===== config.mk =====
export PLATFORM = sky130hd
export DESIGN_NAME = pes_sequencer
export DESIGN_NICKNAME = d
export VERILOG_FILES = /design/src/rtl/pes_pkg.sv /design/src/rtl/pes_sequencer.sv
export SDC_FILE = /design/constraint.sdc
export NUM_CORES = 1
export LEC_CHECK = 0
export ABC_AREA = 1
export BUFFER_PORTS_ARGS = -buffer_cell sky130_fd_sc_hd__buf_2
export CAP_MARGIN = 0
export CORE_ASPECT_RATIO = 1.2
export CORE_MARGIN = 1
export CORE_UTILIZATION = 56
export DETAILED_ROUTE_END_ITERATION = 16
export PLACE_DENSITY = 0.74
export REMOVE_ABC_BUFFERS = 1
export SETUP_SLACK_MARGIN = 0.4
export SYNTH_ARGS = -nofsm -noshare
export SYNTH_HDL_FRONTEND = slang
export SYNTH_SLANG_ARGS = --single-unit

===== constraint.sdc =====
create_clock -name SYS_CLK -period 4.2 [get_ports SYS_CLK]
set_input_delay 0.84 -clock SYS_CLK [delete_from_list [all_inputs] [get_ports SYS_CLK]]
set_output_delay 0.84 -clock SYS_CLK [all_outputs]
set_load 0.02 [all_outputs]

===== src/rtl/pes_pkg.sv =====
`default_nettype none
package pes_pkg;
    // ---------------------------------------------------------------
    // Register map
    // ---------------------------------------------------------------
    localparam logic [7:0] CTRL_ADDR      = 8'h00;
    localparam logic [7:0] PRE_DARK_ADDR  = 8'h04;
    localparam logic [7:0] EXPOSURE_ADDR  = 8'h08;
    localparam logic [7:0] POST_DARK_ADDR = 8'h0C;
    localparam logic [7:0] FT_DELAY_ADDR  = 8'h10;
    localparam logic [7:0] PT_DELAY_ADDR  = 8'h14;
    localparam logic [7:0] STATUS_ADDR    = 8'h18;
    localparam logic [7:0] IMAGE_BASE     = 8'h40;
    localparam logic [7:0] IMAGE_MASK     = 8'hC0;
    // ---------------------------------------------------------------
    // Fields
    // ---------------------------------------------------------------
    localparam int MODE_LSB    = 0;
    localparam int TRIG_BIT    = 2;
    localparam int COUNT_LSB   = 3;
    localparam int ILLUM_LSB   = 8;
    localparam int LOAD_BIT    = 31;
    localparam int OVR_BIT     = 8;
    localparam int READY_BIT   = 9;
    localparam int IDX_LSB     = 3;
    localparam int TW          = 24;
    localparam int MEM_DEPTH   = 16;
    localparam int MEM_AW      = 4;
    localparam int PIX_W       = 24;
    localparam int PAT_W       = 8;
    localparam logic [4:0] MAX_8BIT  = 5'h03;
    localparam logic [4:0] MAX_1BIT  = 5'h18;
    localparam logic [4:0] MAX_INT   = 5'h10;
    localparam logic [31:0] CTRL_RESET = 32'h0000_0208;
    // ---------------------------------------------------------------
    // Timing
    // ---------------------------------------------------------------
    localparam int CLK_MHZ          = 100;
    localparam int FT_MIN_PULSE_US  = 20;
    localparam logic [11:0] FT_PULSE_CYC = 12'(FT_MIN_PULSE_US * CLK_MHZ);
    localparam int MAX_1BIT_RATE_HZ = 1440;
    localparam int MIN_1BIT_SLOT_CYC = (CLK_MHZ * 1000000) / MAX_1BIT_RATE_HZ;
    // ---------------------------------------------------------------
    // Types
    // ---------------------------------------------------------------
    typedef enum logic [1:0] {
        MODE_OFF  = 2'b00,
        MODE_EXT8 = 2'b01,
        MODE_EXT1 = 2'b10,
        MODE_INT  = 2'b11
    } pes_mode_type;
    typedef enum logic [2:0] {
        ST_IDLE = 3'b000,
        ST_LOAD = 3'b001,
        ST_WAIT = 3'b010,
        ST_PRE  = 3'b011,
        ST_EXPO = 3'b100,
        ST_POST = 3'b101,
        ST_FILL = 3'b110
    } pes_state_type;
endpackage : pes_pkg
`default_nettype wire


===== src/rtl/pes_sequencer.sv =====
// The APB register port and the register offsets were left to the implementer.
`default_nettype none
// How it works
// - 8-bit external mode shows one to three 8-bit patterns per input frame.
// - Dark and exposure intervals latched at frame start, same for all patterns.
// - Leftover frame time becomes dark fill after the last pattern.
// - Selected illuminator lit only during exposure, dark otherwise.
// - Frame trigger is active high and lasts at least 20 us.
// - External modes fire frame trigger a programmed delay after vsync.
// - Pattern strobe stays high through every exposure.
// - Pattern strobe delay counted from each pattern start, shared per frame.
// - 1-bit mode makes each of 24 pixel bits its own pattern.
// - Counters are wide enough for 1440 Hz binary pattern slots.
// - One illuminator serves every pattern of a 1-bit frame.
// - Internal mode outputs one stored row value for the whole array.
// - Free-running internal mode makes its own frame sync.
// - Load command copies stored image into display memory, then displays.
// - Free-running frame trigger delay counted from internal frame sync.
// - Internal frame length follows the control pattern count, up to 16.
// - Trigger-in mode raises pattern ready when a trigger can be taken.
// - Trigger-in mode fires frame trigger a delay after accepted trigger.
// - Pixel word splits into one to three 8-bit patterns or one to 24 1-bit patterns.
// - Advance input acts only in internal trigger-in mode, not in free-running mode.
module pes_sequencer (
    input  wire logic                        SYS_CLK,
    input  wire logic                        NRST,
    input  wire logic                        PSEL,
    input  wire logic                        PENABLE,
    input  wire logic                        PWRITE,
    input  wire logic [7:0]                  PADDR,
    input  wire logic [31:0]                 PWDATA,
    output logic      [31:0]                 PRDATA,
    output logic                             PREADY,
    output logic                             PSLVERR,
    input  wire logic                        VSYNC_IN,
    input  wire logic [pes_pkg::PIX_W-1:0]   PIXEL_BUS,
    input  wire logic                        EXTERNAL_ADVANCE_INPUT,
    output logic                             FRAME_TRIGGER_OUT,
    output logic                             PATTERN_EXPOSURE_STROBE,
    output logic                             PATTERN_READY,
    output logic      [2:0]                  ILLUM_RGB,
    output logic      [pes_pkg::PAT_W-1:0]   PATTERN_DATA
);
    // ---------------------------------------------------------------
    // Register bus
    // ---------------------------------------------------------------
    logic [31:0]                ctrl;
    logic [pes_pkg::TW-1:0]     pre_reg;
    logic [pes_pkg::TW-1:0]     expo_reg;
    logic [pes_pkg::TW-1:0]     post_reg;
    logic [pes_pkg::TW-1:0]     ftd_reg;
    logic [pes_pkg::TW-1:0]     ptd_reg;
    logic                       overrun;
    logic [pes_pkg::PAT_W-1:0]  image_mem [pes_pkg::MEM_DEPTH];
    logic [pes_pkg::PAT_W-1:0]  disp_mem  [pes_pkg::MEM_DEPTH];
    pes_pkg::pes_state_type     state;
    logic [4:0]                 idx;

    wire       access   = PSEL & PENABLE;
    wire       wr       = access & PWRITE;
    wire       hit_img  = (PADDR & pes_pkg::IMAGE_MASK) == pes_pkg::IMAGE_BASE;
    wire [3:0] img_a    = PADDR[5:2];
    wire       hit_ctrl = PADDR == pes_pkg::CTRL_ADDR;
    wire       hit_pre  = PADDR == pes_pkg::PRE_DARK_ADDR;
    wire       hit_expo = PADDR == pes_pkg::EXPOSURE_ADDR;
    wire       hit_post = PADDR == pes_pkg::POST_DARK_ADDR;
    wire       hit_ftd  = PADDR == pes_pkg::FT_DELAY_ADDR;
    wire       hit_ptd  = PADDR == pes_pkg::PT_DELAY_ADDR;
    wire       hit_stat = PADDR == pes_pkg::STATUS_ADDR;
    wire       mapped   = hit_ctrl | hit_pre | hit_expo | hit_post | hit_ftd | hit_ptd | hit_stat | hit_img;
    wire       wr_ctrl  = wr & hit_ctrl;
    wire       load_cmd = wr_ctrl & PWDATA[pes_pkg::LOAD_BIT];
    wire       ovr_clr  = wr & hit_stat & PWDATA[pes_pkg::OVR_BIT];
    wire [31:0] status_word = {22'h0, PATTERN_READY, overrun, idx, state};

    assign PREADY  = 1'b1;
    assign PSLVERR = access & ~mapped;
    assign PRDATA  = ~access         ? 32'h0 :
                     hit_ctrl        ? {1'b0, ctrl[30:0]} :
                     hit_pre         ? {8'h0, pre_reg} :
                     hit_expo        ? {8'h0, expo_reg} :
                     hit_post        ? {8'h0, post_reg} :
                     hit_ftd         ? {8'h0, ftd_reg} :
                     hit_ptd         ? {8'h0, ptd_reg} :
                     hit_stat        ? status_word :
                     hit_img         ? {24'h0, image_mem[img_a]} : 32'h0;

    always_ff @(posedge SYS_CLK or negedge NRST) begin
        if (!NRST) begin
            ctrl     <= pes_pkg::CTRL_RESET;
            pre_reg  <= '0;
            expo_reg <= '0;
            post_reg <= '0;
            ftd_reg  <= '0;
            ptd_reg  <= '0;
        end else if (wr) begin
            if (hit_ctrl) ctrl     <= {1'b0, PWDATA[30:0]};
            if (hit_pre)  pre_reg  <= PWDATA[pes_pkg::TW-1:0];
            if (hit_expo) expo_reg <= PWDATA[pes_pkg::TW-1:0];
            if (hit_post) post_reg <= PWDATA[pes_pkg::TW-1:0];
            if (hit_ftd)  ftd_reg  <= PWDATA[pes_pkg::TW-1:0];
            if (hit_ptd)  ptd_reg  <= PWDATA[pes_pkg::TW-1:0];
        end
    end

    // Image store is not reset; it stands in for the flash contents
    always_ff @(posedge SYS_CLK) begin
        if (wr & hit_img) image_mem[img_a] <= PWDATA[pes_pkg::PAT_W-1:0];
    end

    // ---------------------------------------------------------------
    // Configuration decode
    // ---------------------------------------------------------------
    wire [1:0] mode_raw  = ctrl[pes_pkg::MODE_LSB +: 2];
    wire       mode_ext8 = mode_raw == pes_pkg::MODE_EXT8;
    wire       mode_ext1 = mode_raw == pes_pkg::MODE_EXT1;
    wire       mode_int  = mode_raw == pes_pkg::MODE_INT;
    wire       mode_ext  = mode_ext8 | mode_ext1;
    wire       trig_mode = mode_int & ctrl[pes_pkg::TRIG_BIT];
    wire       free_mode = mode_int & ~ctrl[pes_pkg::TRIG_BIT];
    wire [4:0] cnt_raw   = ctrl[pes_pkg::COUNT_LSB +: 5];
    wire [4:0] cnt_max   = mode_ext8 ? pes_pkg::MAX_8BIT : mode_ext1 ? pes_pkg::MAX_1BIT : pes_pkg::MAX_INT;
    // Zero means one; oversize counts clamp instead of reading beyond the word
    wire [4:0] cnt_eff   = (cnt_raw == 5'h00) ? 5'h01 : (cnt_raw > cnt_max) ? cnt_max : cnt_raw;
    wire [1:0] illum_sel = ctrl[pes_pkg::ILLUM_LSB +: 2];
    wire [2:0] illum_hot = (illum_sel == 2'h0) ? 3'b001 : (illum_sel == 2'h1) ? 3'b010 : 3'b100;

    // ---------------------------------------------------------------
    // Frame start events
    // ---------------------------------------------------------------
    logic                   vsync_d;
    logic                   adv_d;
    logic [pes_pkg::TW-1:0] tcnt;
    logic [pes_pkg::TW-1:0] lat_pre;
    logic [pes_pkg::TW-1:0] lat_expo;
    logic [pes_pkg::TW-1:0] lat_post;
    logic [pes_pkg::TW-1:0] lat_ptd;
    logic [4:0]             lat_cnt;
    logic [pes_pkg::PIX_W-1:0] lat_pix;
    logic [pes_pkg::MEM_AW:0]  load_cnt;

    wire vs_rise   = VSYNC_IN & ~vsync_d;
    wire adv_rise  = EXTERNAL_ADVANCE_INPUT & ~adv_d;
    wire running   = (state == pes_pkg::ST_PRE) | (state == pes_pkg::ST_EXPO) | (state == pes_pkg::ST_POST);
    wire waiting   = (state == pes_pkg::ST_WAIT) | (state == pes_pkg::ST_FILL);
    wire [pes_pkg::TW-1:0] cur_len = (state == pes_pkg::ST_PRE)  ? lat_pre :
                                     (state == pes_pkg::ST_EXPO) ? lat_expo : lat_post;
    wire t_done    = (tcnt + 24'h1) >= cur_len;
    wire last_pat  = (idx + 5'h01) >= lat_cnt;
    wire post_end  = (state == pes_pkg::ST_POST) & t_done;
    wire ext_start = mode_ext & vs_rise & (waiting | running);
    wire ready_now = trig_mode & (state == pes_pkg::ST_WAIT);
    wire trig_ok   = ready_now & adv_rise;
    wire free_start = free_mode & ((state == pes_pkg::ST_WAIT) | (post_end & last_pat));
    wire fstart    = ext_start | trig_ok | free_start;
    wire ovr_set   = mode_ext & vs_rise & running;

    // ---------------------------------------------------------------
    // Sequencer
    // ---------------------------------------------------------------
    pes_pkg::pes_state_type next_state;
    logic [4:0]             next_idx;
    wire [4:0]              idx_wrap = last_pat ? 5'h00 : idx + 5'h01;

    always_comb begin
        next_state = state;
        next_idx   = idx;
        case (state)
            pes_pkg::ST_IDLE: begin
                if (load_cmd) next_state = pes_pkg::ST_LOAD;
                else if (mode_ext) next_state = pes_pkg::ST_WAIT;
            end
            pes_pkg::ST_LOAD: begin
                if (load_cnt == 5'(pes_pkg::MEM_DEPTH - 1)) begin
                    next_state = pes_pkg::ST_WAIT;
                    next_idx   = 5'h00;
                end
            end
            pes_pkg::ST_WAIT, pes_pkg::ST_FILL: begin
                if (fstart) begin
                    next_state = pes_pkg::ST_PRE;
                    next_idx   = trig_mode ? idx : 5'h00;
                end
            end
            pes_pkg::ST_PRE: begin
                if (t_done) next_state = pes_pkg::ST_EXPO;
            end
            pes_pkg::ST_EXPO: begin
                if (t_done) next_state = pes_pkg::ST_POST;
            end
            pes_pkg::ST_POST: begin
                if (t_done) begin
                    if (trig_mode) begin
                        next_state = pes_pkg::ST_WAIT;
                        next_idx   = idx_wrap;
                    end else if (!last_pat) begin
                        next_state = pes_pkg::ST_PRE;
                        next_idx   = idx + 5'h01;
                    end else if (free_mode) begin
                        next_state = pes_pkg::ST_PRE;
                        next_idx   = 5'h00;
                    end else begin
                        next_state = pes_pkg::ST_FILL;
                    end
                end
            end
            default: next_state = pes_pkg::ST_IDLE;
        endcase
        // An early vsync restarts the frame; the host broke its budget
        if (ext_start && running) begin
            next_state = pes_pkg::ST_PRE;
            next_idx   = 5'h00;
        end
        if (mode_raw == pes_pkg::MODE_OFF || (load_cmd && state != pes_pkg::ST_LOAD)) begin
            next_state = load_cmd ? pes_pkg::ST_LOAD : pes_pkg::ST_IDLE;
            next_idx   = 5'h00;
        end
    end

    always_ff @(posedge SYS_CLK or negedge NRST) begin
        if (!NRST) begin
            state    <= pes_pkg::ST_IDLE;
            idx      <= 5'h00;
            vsync_d  <= 1'b0;
            adv_d    <= 1'b0;
            tcnt     <= '0;
            overrun  <= 1'b0;
            load_cnt <= '0;
        end else begin
            state    <= next_state;
            idx      <= next_idx;
            vsync_d  <= VSYNC_IN;
            adv_d    <= EXTERNAL_ADVANCE_INPUT;
            tcnt     <= (next_state != state || next_idx != idx) ? '0 : tcnt + 24'h1;
            overrun  <= ovr_set | (overrun & ~ovr_clr);
            load_cnt <= (state == pes_pkg::ST_LOAD) ? load_cnt + 5'h01 : '0;
        end
    end

    // Intervals frozen per frame so a mid-frame write cannot skew patterns
    always_ff @(posedge SYS_CLK or negedge NRST) begin
        if (!NRST) begin
            lat_pre  <= '0;
            lat_expo <= '0;
            lat_post <= '0;
            lat_ptd  <= '0;
            lat_cnt  <= 5'h01;
            lat_pix  <= '0;
        end else if (fstart) begin
            lat_pre  <= pre_reg;
            lat_expo <= expo_reg;
            lat_post <= post_reg;
            lat_ptd  <= ptd_reg;
            lat_cnt  <= cnt_eff;
            lat_pix  <= PIXEL_BUS;
        end
    end

    // Display memory copy, one entry per cycle
    always_ff @(posedge SYS_CLK) begin
        if (state == pes_pkg::ST_LOAD) disp_mem[load_cnt[pes_pkg::MEM_AW-1:0]] <= image_mem[load_cnt[pes_pkg::MEM_AW-1:0]];
    end

    // ---------------------------------------------------------------
    // Pattern data select
    // ---------------------------------------------------------------
    wire [pes_pkg::PAT_W-1:0] bit_pats [pes_pkg::PIX_W];
    genvar g;
    generate
        for (g = 0; g < pes_pkg::PIX_W; g++) begin : g_bits
            assign bit_pats[g] = {pes_pkg::PAT_W{lat_pix[g]}};
        end
    endgenerate
    wire [1:0] slice = idx[1:0];
    wire [pes_pkg::PAT_W-1:0] byte_pat = lat_pix[slice*pes_pkg::PAT_W +: pes_pkg::PAT_W];
    wire [pes_pkg::PAT_W-1:0] sel_pat  = mode_ext8 ? byte_pat :
                                          mode_ext1 ? bit_pats[idx] :
                                          disp_mem[idx[pes_pkg::MEM_AW-1:0]];

    // ---------------------------------------------------------------
    // Outputs and triggers
    // ---------------------------------------------------------------
    logic                   ft_arm;
    logic [pes_pkg::TW-1:0] ft_cnt;
    logic [11:0]            pw_cnt;
    wire ft_fire = ft_arm & (ft_cnt >= ftd_reg);

    always_ff @(posedge SYS_CLK or negedge NRST) begin
        if (!NRST) begin
            ft_arm                  <= 1'b0;
            ft_cnt                  <= '0;
            pw_cnt                  <= '0;
            FRAME_TRIGGER_OUT       <= 1'b0;
            PATTERN_EXPOSURE_STROBE <= 1'b0;
            ILLUM_RGB               <= 3'b000;
            PATTERN_DATA            <= '0;
            PATTERN_READY           <= 1'b0;
        end else begin
            ft_arm  <= fstart | (ft_arm & ~ft_fire);
            ft_cnt  <= fstart ? '0 : ft_cnt + 24'h1;
            // Pulse width fixed at the minimum; frames shorter than it merge pulses
            pw_cnt  <= ft_fire ? pes_pkg::FT_PULSE_CYC : (pw_cnt != 12'h0) ? pw_cnt - 12'h1 : pw_cnt;
            FRAME_TRIGGER_OUT <= ft_fire | (pw_cnt > 12'h1);
            PATTERN_EXPOSURE_STROBE <= (state == pes_pkg::ST_EXPO) |
                                       ((state == pes_pkg::ST_PRE) & (tcnt >= lat_ptd));
            ILLUM_RGB     <= (state == pes_pkg::ST_EXPO) ? illum_hot : 3'b000;
            PATTERN_DATA  <= running ? sel_pat : '0;
            // Control write may leave trigger mode; drop ready until the new mode is seen
            PATTERN_READY <= (next_state == pes_pkg::ST_WAIT) & trig_mode & ~trig_ok & ~wr_ctrl;
        end
    end

    // ---------------------------------------------------------------
    // Assertions
    // ---------------------------------------------------------------
    logic [11:0] ft_hi;
    always_ff @(posedge SYS_CLK or negedge NRST) begin
        if (!NRST) ft_hi <= '0;
        else ft_hi <= FRAME_TRIGGER_OUT ? ((ft_hi == 12'hFFF) ? ft_hi : ft_hi + 12'h1) : 12'h0;
    end

    property p_dark_off;
        @(posedge SYS_CLK) disable iff (!NRST) (state != pes_pkg::ST_EXPO) |=> (ILLUM_RGB == 3'b000);
    endproperty
    a_dark_off: assert property (p_dark_off) else $error("light on outside exposure");

    property p_light_on;
        @(posedge SYS_CLK) disable iff (!NRST) (state == pes_pkg::ST_EXPO) |=> (ILLUM_RGB == $past(illum_hot)) && $onehot(ILLUM_RGB);
    endproperty
    a_light_on: assert property (p_light_on) else $error("wrong illuminator in exposure");

    property p_strobe_cover;
        @(posedge SYS_CLK) disable iff (!NRST) (state == pes_pkg::ST_EXPO) |=> PATTERN_EXPOSURE_STROBE && ILLUM_RGB != 3'b000;
    endproperty
    a_strobe_cover: assert property (p_strobe_cover) else $error("strobe low during exposure");

    property p_ft_width;
        @(posedge SYS_CLK) disable iff (!NRST) $fell(FRAME_TRIGGER_OUT) |-> (ft_hi >= pes_pkg::FT_PULSE_CYC);
    endproperty
    a_ft_width: assert property (p_ft_width) else $error("frame trigger pulse too short");

    property p_ready_wait;
        @(posedge SYS_CLK) disable iff (!NRST) PATTERN_READY |-> (state == pes_pkg::ST_WAIT) && trig_mode;
    endproperty
    a_ready_wait: assert property (p_ready_wait) else $error("ready outside trigger wait");

    property p_ready_drop;
        @(posedge SYS_CLK) disable iff (!NRST) trig_ok |=> !PATTERN_READY && (state == pes_pkg::ST_PRE || !trig_mode);
    endproperty
    a_ready_drop: assert property (p_ready_drop) else $error("ready held after trigger");

    property p_ignore_adv;
        @(posedge SYS_CLK) disable iff (!NRST) (trig_mode && running && adv_rise && !wr_ctrl && !t_done) |=> $stable(idx) && running;
    endproperty
    a_ignore_adv: assert property (p_ignore_adv) else $error("trigger taken while not ready");

    property p_fill_after;
        @(posedge SYS_CLK) disable iff (!NRST) (mode_ext && post_end && last_pat && !vs_rise && !wr_ctrl) |=> (state == pes_pkg::ST_FILL);
    endproperty
    a_fill_after: assert property (p_fill_after) else $error("no dark fill after last pattern");

    property p_frozen;
        @(posedge SYS_CLK) disable iff (!NRST) (running && !fstart) |=> $stable(lat_pre) && $stable(lat_expo) && $stable(lat_post);
    endproperty
    a_frozen: assert property (p_frozen) else $error("intervals changed mid frame");

    property p_ft_delay;
        @(posedge SYS_CLK) disable iff (!NRST) (fstart && ftd_reg == 24'h0 && !wr) |=> ##1 FRAME_TRIGGER_OUT;
    endproperty
    a_ft_delay: assert property (p_ft_delay) else $error("frame trigger missing after start");
endmodule : pes_sequencer
`default_nettype wire


# Yosys cells after proc, flatten, opt, wreduce, memory -nomap -nowiden
# Memories as Yosys holds them, arrays and structs flattened.
# Cells that the tools add are included.
# Widths: inputs -> output; s select.
[op_classes]
add_sub_neg = 5
n_lt_le_gt_ge = 7
eq_ne = 22
n_shift = 1
n_mux = 58
bitwise_logic = 55
reduce_logical = 18
[op_table]
columns = ["op", "count"]
rows = [
  ["$mux 24", 9],
  ["$ge 24x24->1", 3],
  ["$mux 5", 14],
  ["$mux 31", 2],
  ["$add 24x1->24 const B", 2],
  ["$mux 8", 6],
  ["$mux 3", 15],
  ["$bmux 8 s5", 1],
  ["$and 1x1->1", 27],
  ["$eq 8x5->1 const B", 3],
  ["$mux 12", 2],
  ["$shiftx 24x6->8", 1],
  ["$or 1x1->1", 19],
  ["$pmux 3 s6", 1],
  ["$eq 8x4->1 const B", 2],
  ["$pmux 5 s3", 1],
  ["$gt 12x1->1 const B", 1],
  ["$reduce_and 2->1", 6],
  ["$reduce_bool 12->1", 1],
  ["$sub 12x1->12 const B", 1],
  ["$add 5x1->5 const B", 2],
  ["$mux 10", 1],
  ["$eq 3x2->1 const B", 3],
  ["$eq 3x3->1 const B", 3],
  ["23 further kinds", 40],
]
[word_totals]
register_bits = 367
ram_bits = 256
inputBits = 71
n_memories = 2
[mem_list]
columns = ["name", "words", "word_bits", "rd", "rd_clocked_by_memory_dff", "write_ports", "line_no", "source"]
rows = [
  ["disp_mem", 16, 8, 1, 0, 1, "pes_sequencer.sv:55", "logic [pes_pkg::PAT_W-1:0] disp_mem [pes_pkg::MEM_DEPTH];"],
  ["image_mem", 16, 8, 2, 0, 1, "pes_sequencer.sv:54", "logic [pes_pkg::PAT_W-1:0] image_mem [pes_pkg::MEM_DEPTH];"],
]

# Logic depth before layout (Yosys ltp)
[depth]
ltp_word = 17
mapped_depth = 38

# Worst setup path after synthesis
# No wires, ideal clock.
[synth_timing]
kind = "reg-to-reg"
startpoint = "reg tcnt[0] in the netlist's numbering"
endpoint = "reg tcnt[11] in the netlist's numbering"
arrival_time_ns = 3.953
t_required_ns = 4.131
path_slack_ns = 0.178
stages_incl_launch_ff = 34
path_buffers = 1
synth_period_minus_slack_ns = 4.022
cell_sequence = "dfrtp_1 ha_1 nand3_1 nor2_1 nand3_1 nor2_1 nand3_1 nor2_1 inv_1 nor4_1 nand3_1 nor2_1 xor2_1 inv_1 ha_1 nand2_1 nor2_1 nand2_1 inv_1 nand3_1 nor2_1 nand2_1 nand2_1 nand2_1 nor2_1 a22oi_1 nand3_2 nand2_1 nand2_1 nand2_1 nor2_2 nand3_2 buf_6 nor2_2"
[synth_via]
elab_chain_len = 14
word_cells_on_any_way = 23
cone_classes = "add/sub (1); order compare (1); eq/ne (2); mux (13); bitwise (5); reduce/logical (1)"
[synth_rtl]
columns = ["item", "line_no", "source"]
rows = [
  ["start: declaration", "pes_sequencer.sv:133", "logic [pes_pkg::TW-1:0] tcnt;"],
  ["start signal: assignment", "pes_sequencer.sv:234", "tcnt <= (next_state != state || next_idx != idx) ? '0 : tcnt + 24'h1;"],
  ["$add 24x1->24 *", "pes_sequencer.sv:148, pes_sequencer.sv:234", ""],
  ["$ge 24x24->1", "pes_sequencer.sv:148", "wire t_done = (tcnt + 24'h1) >= cur_len;"],
  ["$and 1x1->1", "pes_sequencer.sv:150", "wire post_end = (state == pes_pkg::ST_POST) & t_done;"],
  ["$and 1x1->1", "pes_sequencer.sv:154", "wire free_start = free_mode & ((state == pes_pkg::ST_WAIT) | (post_end & last_pat));"],
  ["$or 1x1->1", "pes_sequencer.sv:154", ""],
  ["$and 1x1->1", "pes_sequencer.sv:154", ""],
  ["$or 1x1->1", "pes_sequencer.sv:155", "wire fstart = ext_start | trig_ok | free_start;"],
  ["$mux 3 / $mux 5 (equally long branches)", "pes_sequencer.sv:180", "if (fstart) begin"],
  ["$pmux 3 s6 / $pmux 5 s3 (equally long branches)", "pes_sequencer.sv:168", "case (state)"],
  ["$mux 3 / $mux 5 (equally long branches)", "pes_sequencer.sv:210", "if (ext_start && running) begin"],
  ["$mux 3 / $mux 5 (equally long branches)", "pes_sequencer.sv:214", "if (mode_raw == pes_pkg::MODE_OFF || (load_cmd && state != pes_pkg::ST_LOAD)) begin"],
  ["$ne 3x3->1 / $ne 5x5->1 (equally long branches)", "pes_sequencer.sv:234", ""],
  ["$logic_or 1x1->1", "pes_sequencer.sv:234", ""],
  ["$mux 24 *", "pes_sequencer.sv:234", ""],
]
# Every way passes the cells marked *; elsewhere a longest branch is shown, timed or not.
# A chain may end at the register's enable or synchronous reset.

# Worst setup path after layout
[layout_timing]
startpoint = "reg tcnt[1] in the netlist's numbering"
endpoint = "reg tcnt[1] in the netlist's numbering"
# Same word-level chain as after synthesis.

==> summary.md <==
| Metric | Value |
|---|---|
| Cell Rows | 92 |
| CTS tree | yes |
| Final Hold Viols | 0 |
| Core Box Area | 52400 µm² |
| Critical Path Max Stage Delay | 0.42 ns |
| LEAKAGE | 16.3 nW |
| FMAX | 219 MHz |
| Vias | 26200 |
| Clock Tree Buf Depth | 3 |
| RSZ-0062 raised after global routing | true |
| Largest net degree at the start of global routing | 108 |
| Cell mode on critical path | nand2_1 |
| Final WS setup | -0.359 ns |
| CP startpoint kind | flip-flop |
| Setup TNS | -27.23 ns |
| # IOs | 119 |
| Reg2reg setup slack | -0.36 ns |
| Metal3 WL | 10700 µm |
| Failing checks | negative setup slack |
| Worst-Skew Late Latency | 0.66 ns |
| Routed vias/inst | 6.22 |
| Final Skew | 0.0295 ns |
| Final Util | 70.3% |
| Initial antenna violation count | 0 |
| # port buffers | 116 |
| Critical path's slowest cell | dfrtp_1 |
| Initial Utilization | 56.6% |
| Drt wl/cell | 23.2 µm |
| First-pass GRT wire length | 138000 µm |
| Power per cell area | 545 nW/µm² |
| Power, Total | 20.1 mW |
| First-pass iteration count of the detailed router | 6 |
| Final worst path period need | 4.56 ns |
| ANT nets after route | 0 |
| H-Tree Level Count | 2 |
| Die Ht | 254 µm |
| Total Wirelength | 97400 µm |
| DP Worst Slack | -0.232 ns |
| Fillers | 3584 |
| Kind of critical path | reg2reg |
| Status | complete, but fails checks |
| Synth Instances | 3224 |
| Final period util | 109% |
| MaxCap Viol Count | 0 |
| Synth-to-Final Area Change | 24.1% |
| Clock Sinks | 623 |
| Vias in the first global route | 24400 |
| CTS clk-pin slew, worst paths | 0.06 ns |
| CTS buffer count | 60 |
| Diodes inserted | 0 |
| Post-synth EDFFs | 256 |
| Met1 wire length | 36200 µm |
| Worst-margin pin slew | 1.14 ns |
| Most common cell after layout, fill and taps aside | nand2_1 |
| Setup crit end kind | flip-flop |
| Die area | 53900 µm² |
| Highest metal layer with signal wires | met4 |
| GRT Overall Usage | 33.6% |
| Ys Warns | 0 |
| Final-stage net count | 3616 |
| Synth cell types | 49 |
| Die W | 212 µm |
| Synth Area per Inst | 9.20 µm² |
| DRC Markers | 0 |
| Post-cts hold buffer count | 0 |
| #FFs+latches synth | 623 |
| Max FO, Critical Path | 6 |
| Met2 routed WL | 44800 µm |
| HP Class | in2async |
| Asr flop ratio synth | 58.9% |
| Worst ir drop on vdd | 438 µV |
| Detail Placement HPWL | 57600 µm |
| Register area share after synthesis | 56.9% |
| CP arrival | 5.15 ns |
| Slew headroom | 23.6% |
| Ys flop type | dfrtp_1 |
| Grt ovf | 0 |
| Post-synthesis instance area | 29700 µm² |
| Setup-failing EPs final | 169 |
| Gp weighted congestion | 0.924 |
| Share of cells above drive strength 1 | 21.9% |
| Slew Limit Fails | 0 |
| Clock root buffer | clkbuf_16 |
| Most frequent cells in the layout | 584 x nand2_1, 363 x dfrtp_1, 331 x o21ai_0 |
| Initial DRC Count | 3658 |
| WP data required | 4.79 ns |
## layout make-up
| type | instances | area [µm²] | share of cell area [%] |
|---|---|---|---|
| repair buffers | 322 | 3390 | 9.20 |
| inverters | 325 | 1260 | 3.43 |
| repair inverters | 1 | 16.3 | 0.0442 |
| multi-input cells | 2117 | 12300 | 33.4 |
| clock buffers | 82 | 1750 | 4.74 |
| flip-flops and latches | 623 | 16900 | 45.9 |
| well taps | 705 | 882 | 2.40 |
| clock inverters | 31 | 345 | 0.938 |
## power by group
group          internal [mW]  switching, mW
Sequential              7.32          0.375
Combinational           2.38           4.29
Clock                   3.24           2.47
Total                   12.9           7.14
## Yosys cell counts (2+ instances only)
cell type  number  share of area [%]
a221oi_1       38                1.1
xnor2_1         3              0.089
a21boi_0        2              0.051
ha_1           95                4.0
o21ai_0       431                7.3
a211oi_1       11               0.28
nand2_2         5               0.11
o211ai_1       34               0.86
o221a_2         2              0.076
nand3_1        60                1.0
o21bai_1        2              0.051
clkinv_1        3              0.038
a22oi_1        73                1.8
a41oi_1         3              0.089
o22ai_1        58                1.2
nor2_1        284                3.6
inv_1         315                4.0
dfstp_2         3               0.27
nand3_2         2              0.068
nor2_2         16               0.34
inv_2           7              0.089
nand2_1       731                9.3
a31oi_1        24               0.51
edfxtp_1      256                 26
dfrtp_1       364                 31
nor2_4          2              0.076
buf_1           9               0.11
clkbuf_1      146                1.8
nor4_1          5               0.11
xor2_1         21               0.62
nand4_1        28               0.59
buf_6           2              0.076
buf_4           2              0.051
nor3_1         27               0.46
o21a_1          7               0.18
o2111ai_1      16               0.47
conb_1          2              0.025
or2_2           6               0.13
o31ai_1         8               0.20
a21oi_1       112                1.9
## critical path: cells and delay by family (launching register included)
family,cells,cell delay [ns]
simple gates,20,1.99
buf+inv,7,0.99
flops,1,0.42
compound gates,3,0.37
fa+ha+maj,1,0.35
xor+xnor,1,0.33
## cells by family after synthesis
family,share of synthesized area (%)
adder cells (fa/ha/maj),4.01
other,0.0253
AND/OR/NAND/NOR,15.9
AO/OA/AOI/OAI,16.2
XOR/XNOR,0.709
buffers and inverters,6.20
flip-flops,56.9
## final timing paths
| kind | from | to | cells after the start |
|---|---|---|---|
| max | tcnt[1] | tcnt[1] | 32 |
| min | NRST | ctrl[16] | 1 |
| max reg2reg | tcnt[1] | tcnt[1] | 32 |
| min reg2reg | ctrl[25] | ctrl[25] | 2 |
| max in group asynchronous | NRST | pre_reg[3] | 2 |
| min in group SYS_CLK | EXTERNAL_ADVANCE_INPUT | adv_d | 1 |
## per-layer routing
metal	up-vias	GRT usage (%)
met1	12600	44.9
met5	-	0
li1	11500	-
met3	386	6.34
met2	1735	53.7
met4	0	14.5
## what timing repair did
item,in CTS,in global routing
endpoints found under the hold margin,0,0
buffers inserted,21,25
gates cloned,12,31
pin swaps,7,48
resized for setup,69,492
setup endpoints to repair,194,201
## per-stage QoR
step	cell area, µm²	hold slack (ns)	instances
CTS	34500	0.279	4150
global placement	31700	0.451	4004
floorplan	29000	0.431	3065
global route	36800	0.318	4206
detailed placement	31700	0.454	4004
finish	36800	0.238	4206
No activity file was read; power rests on OpenSTA's default activity.
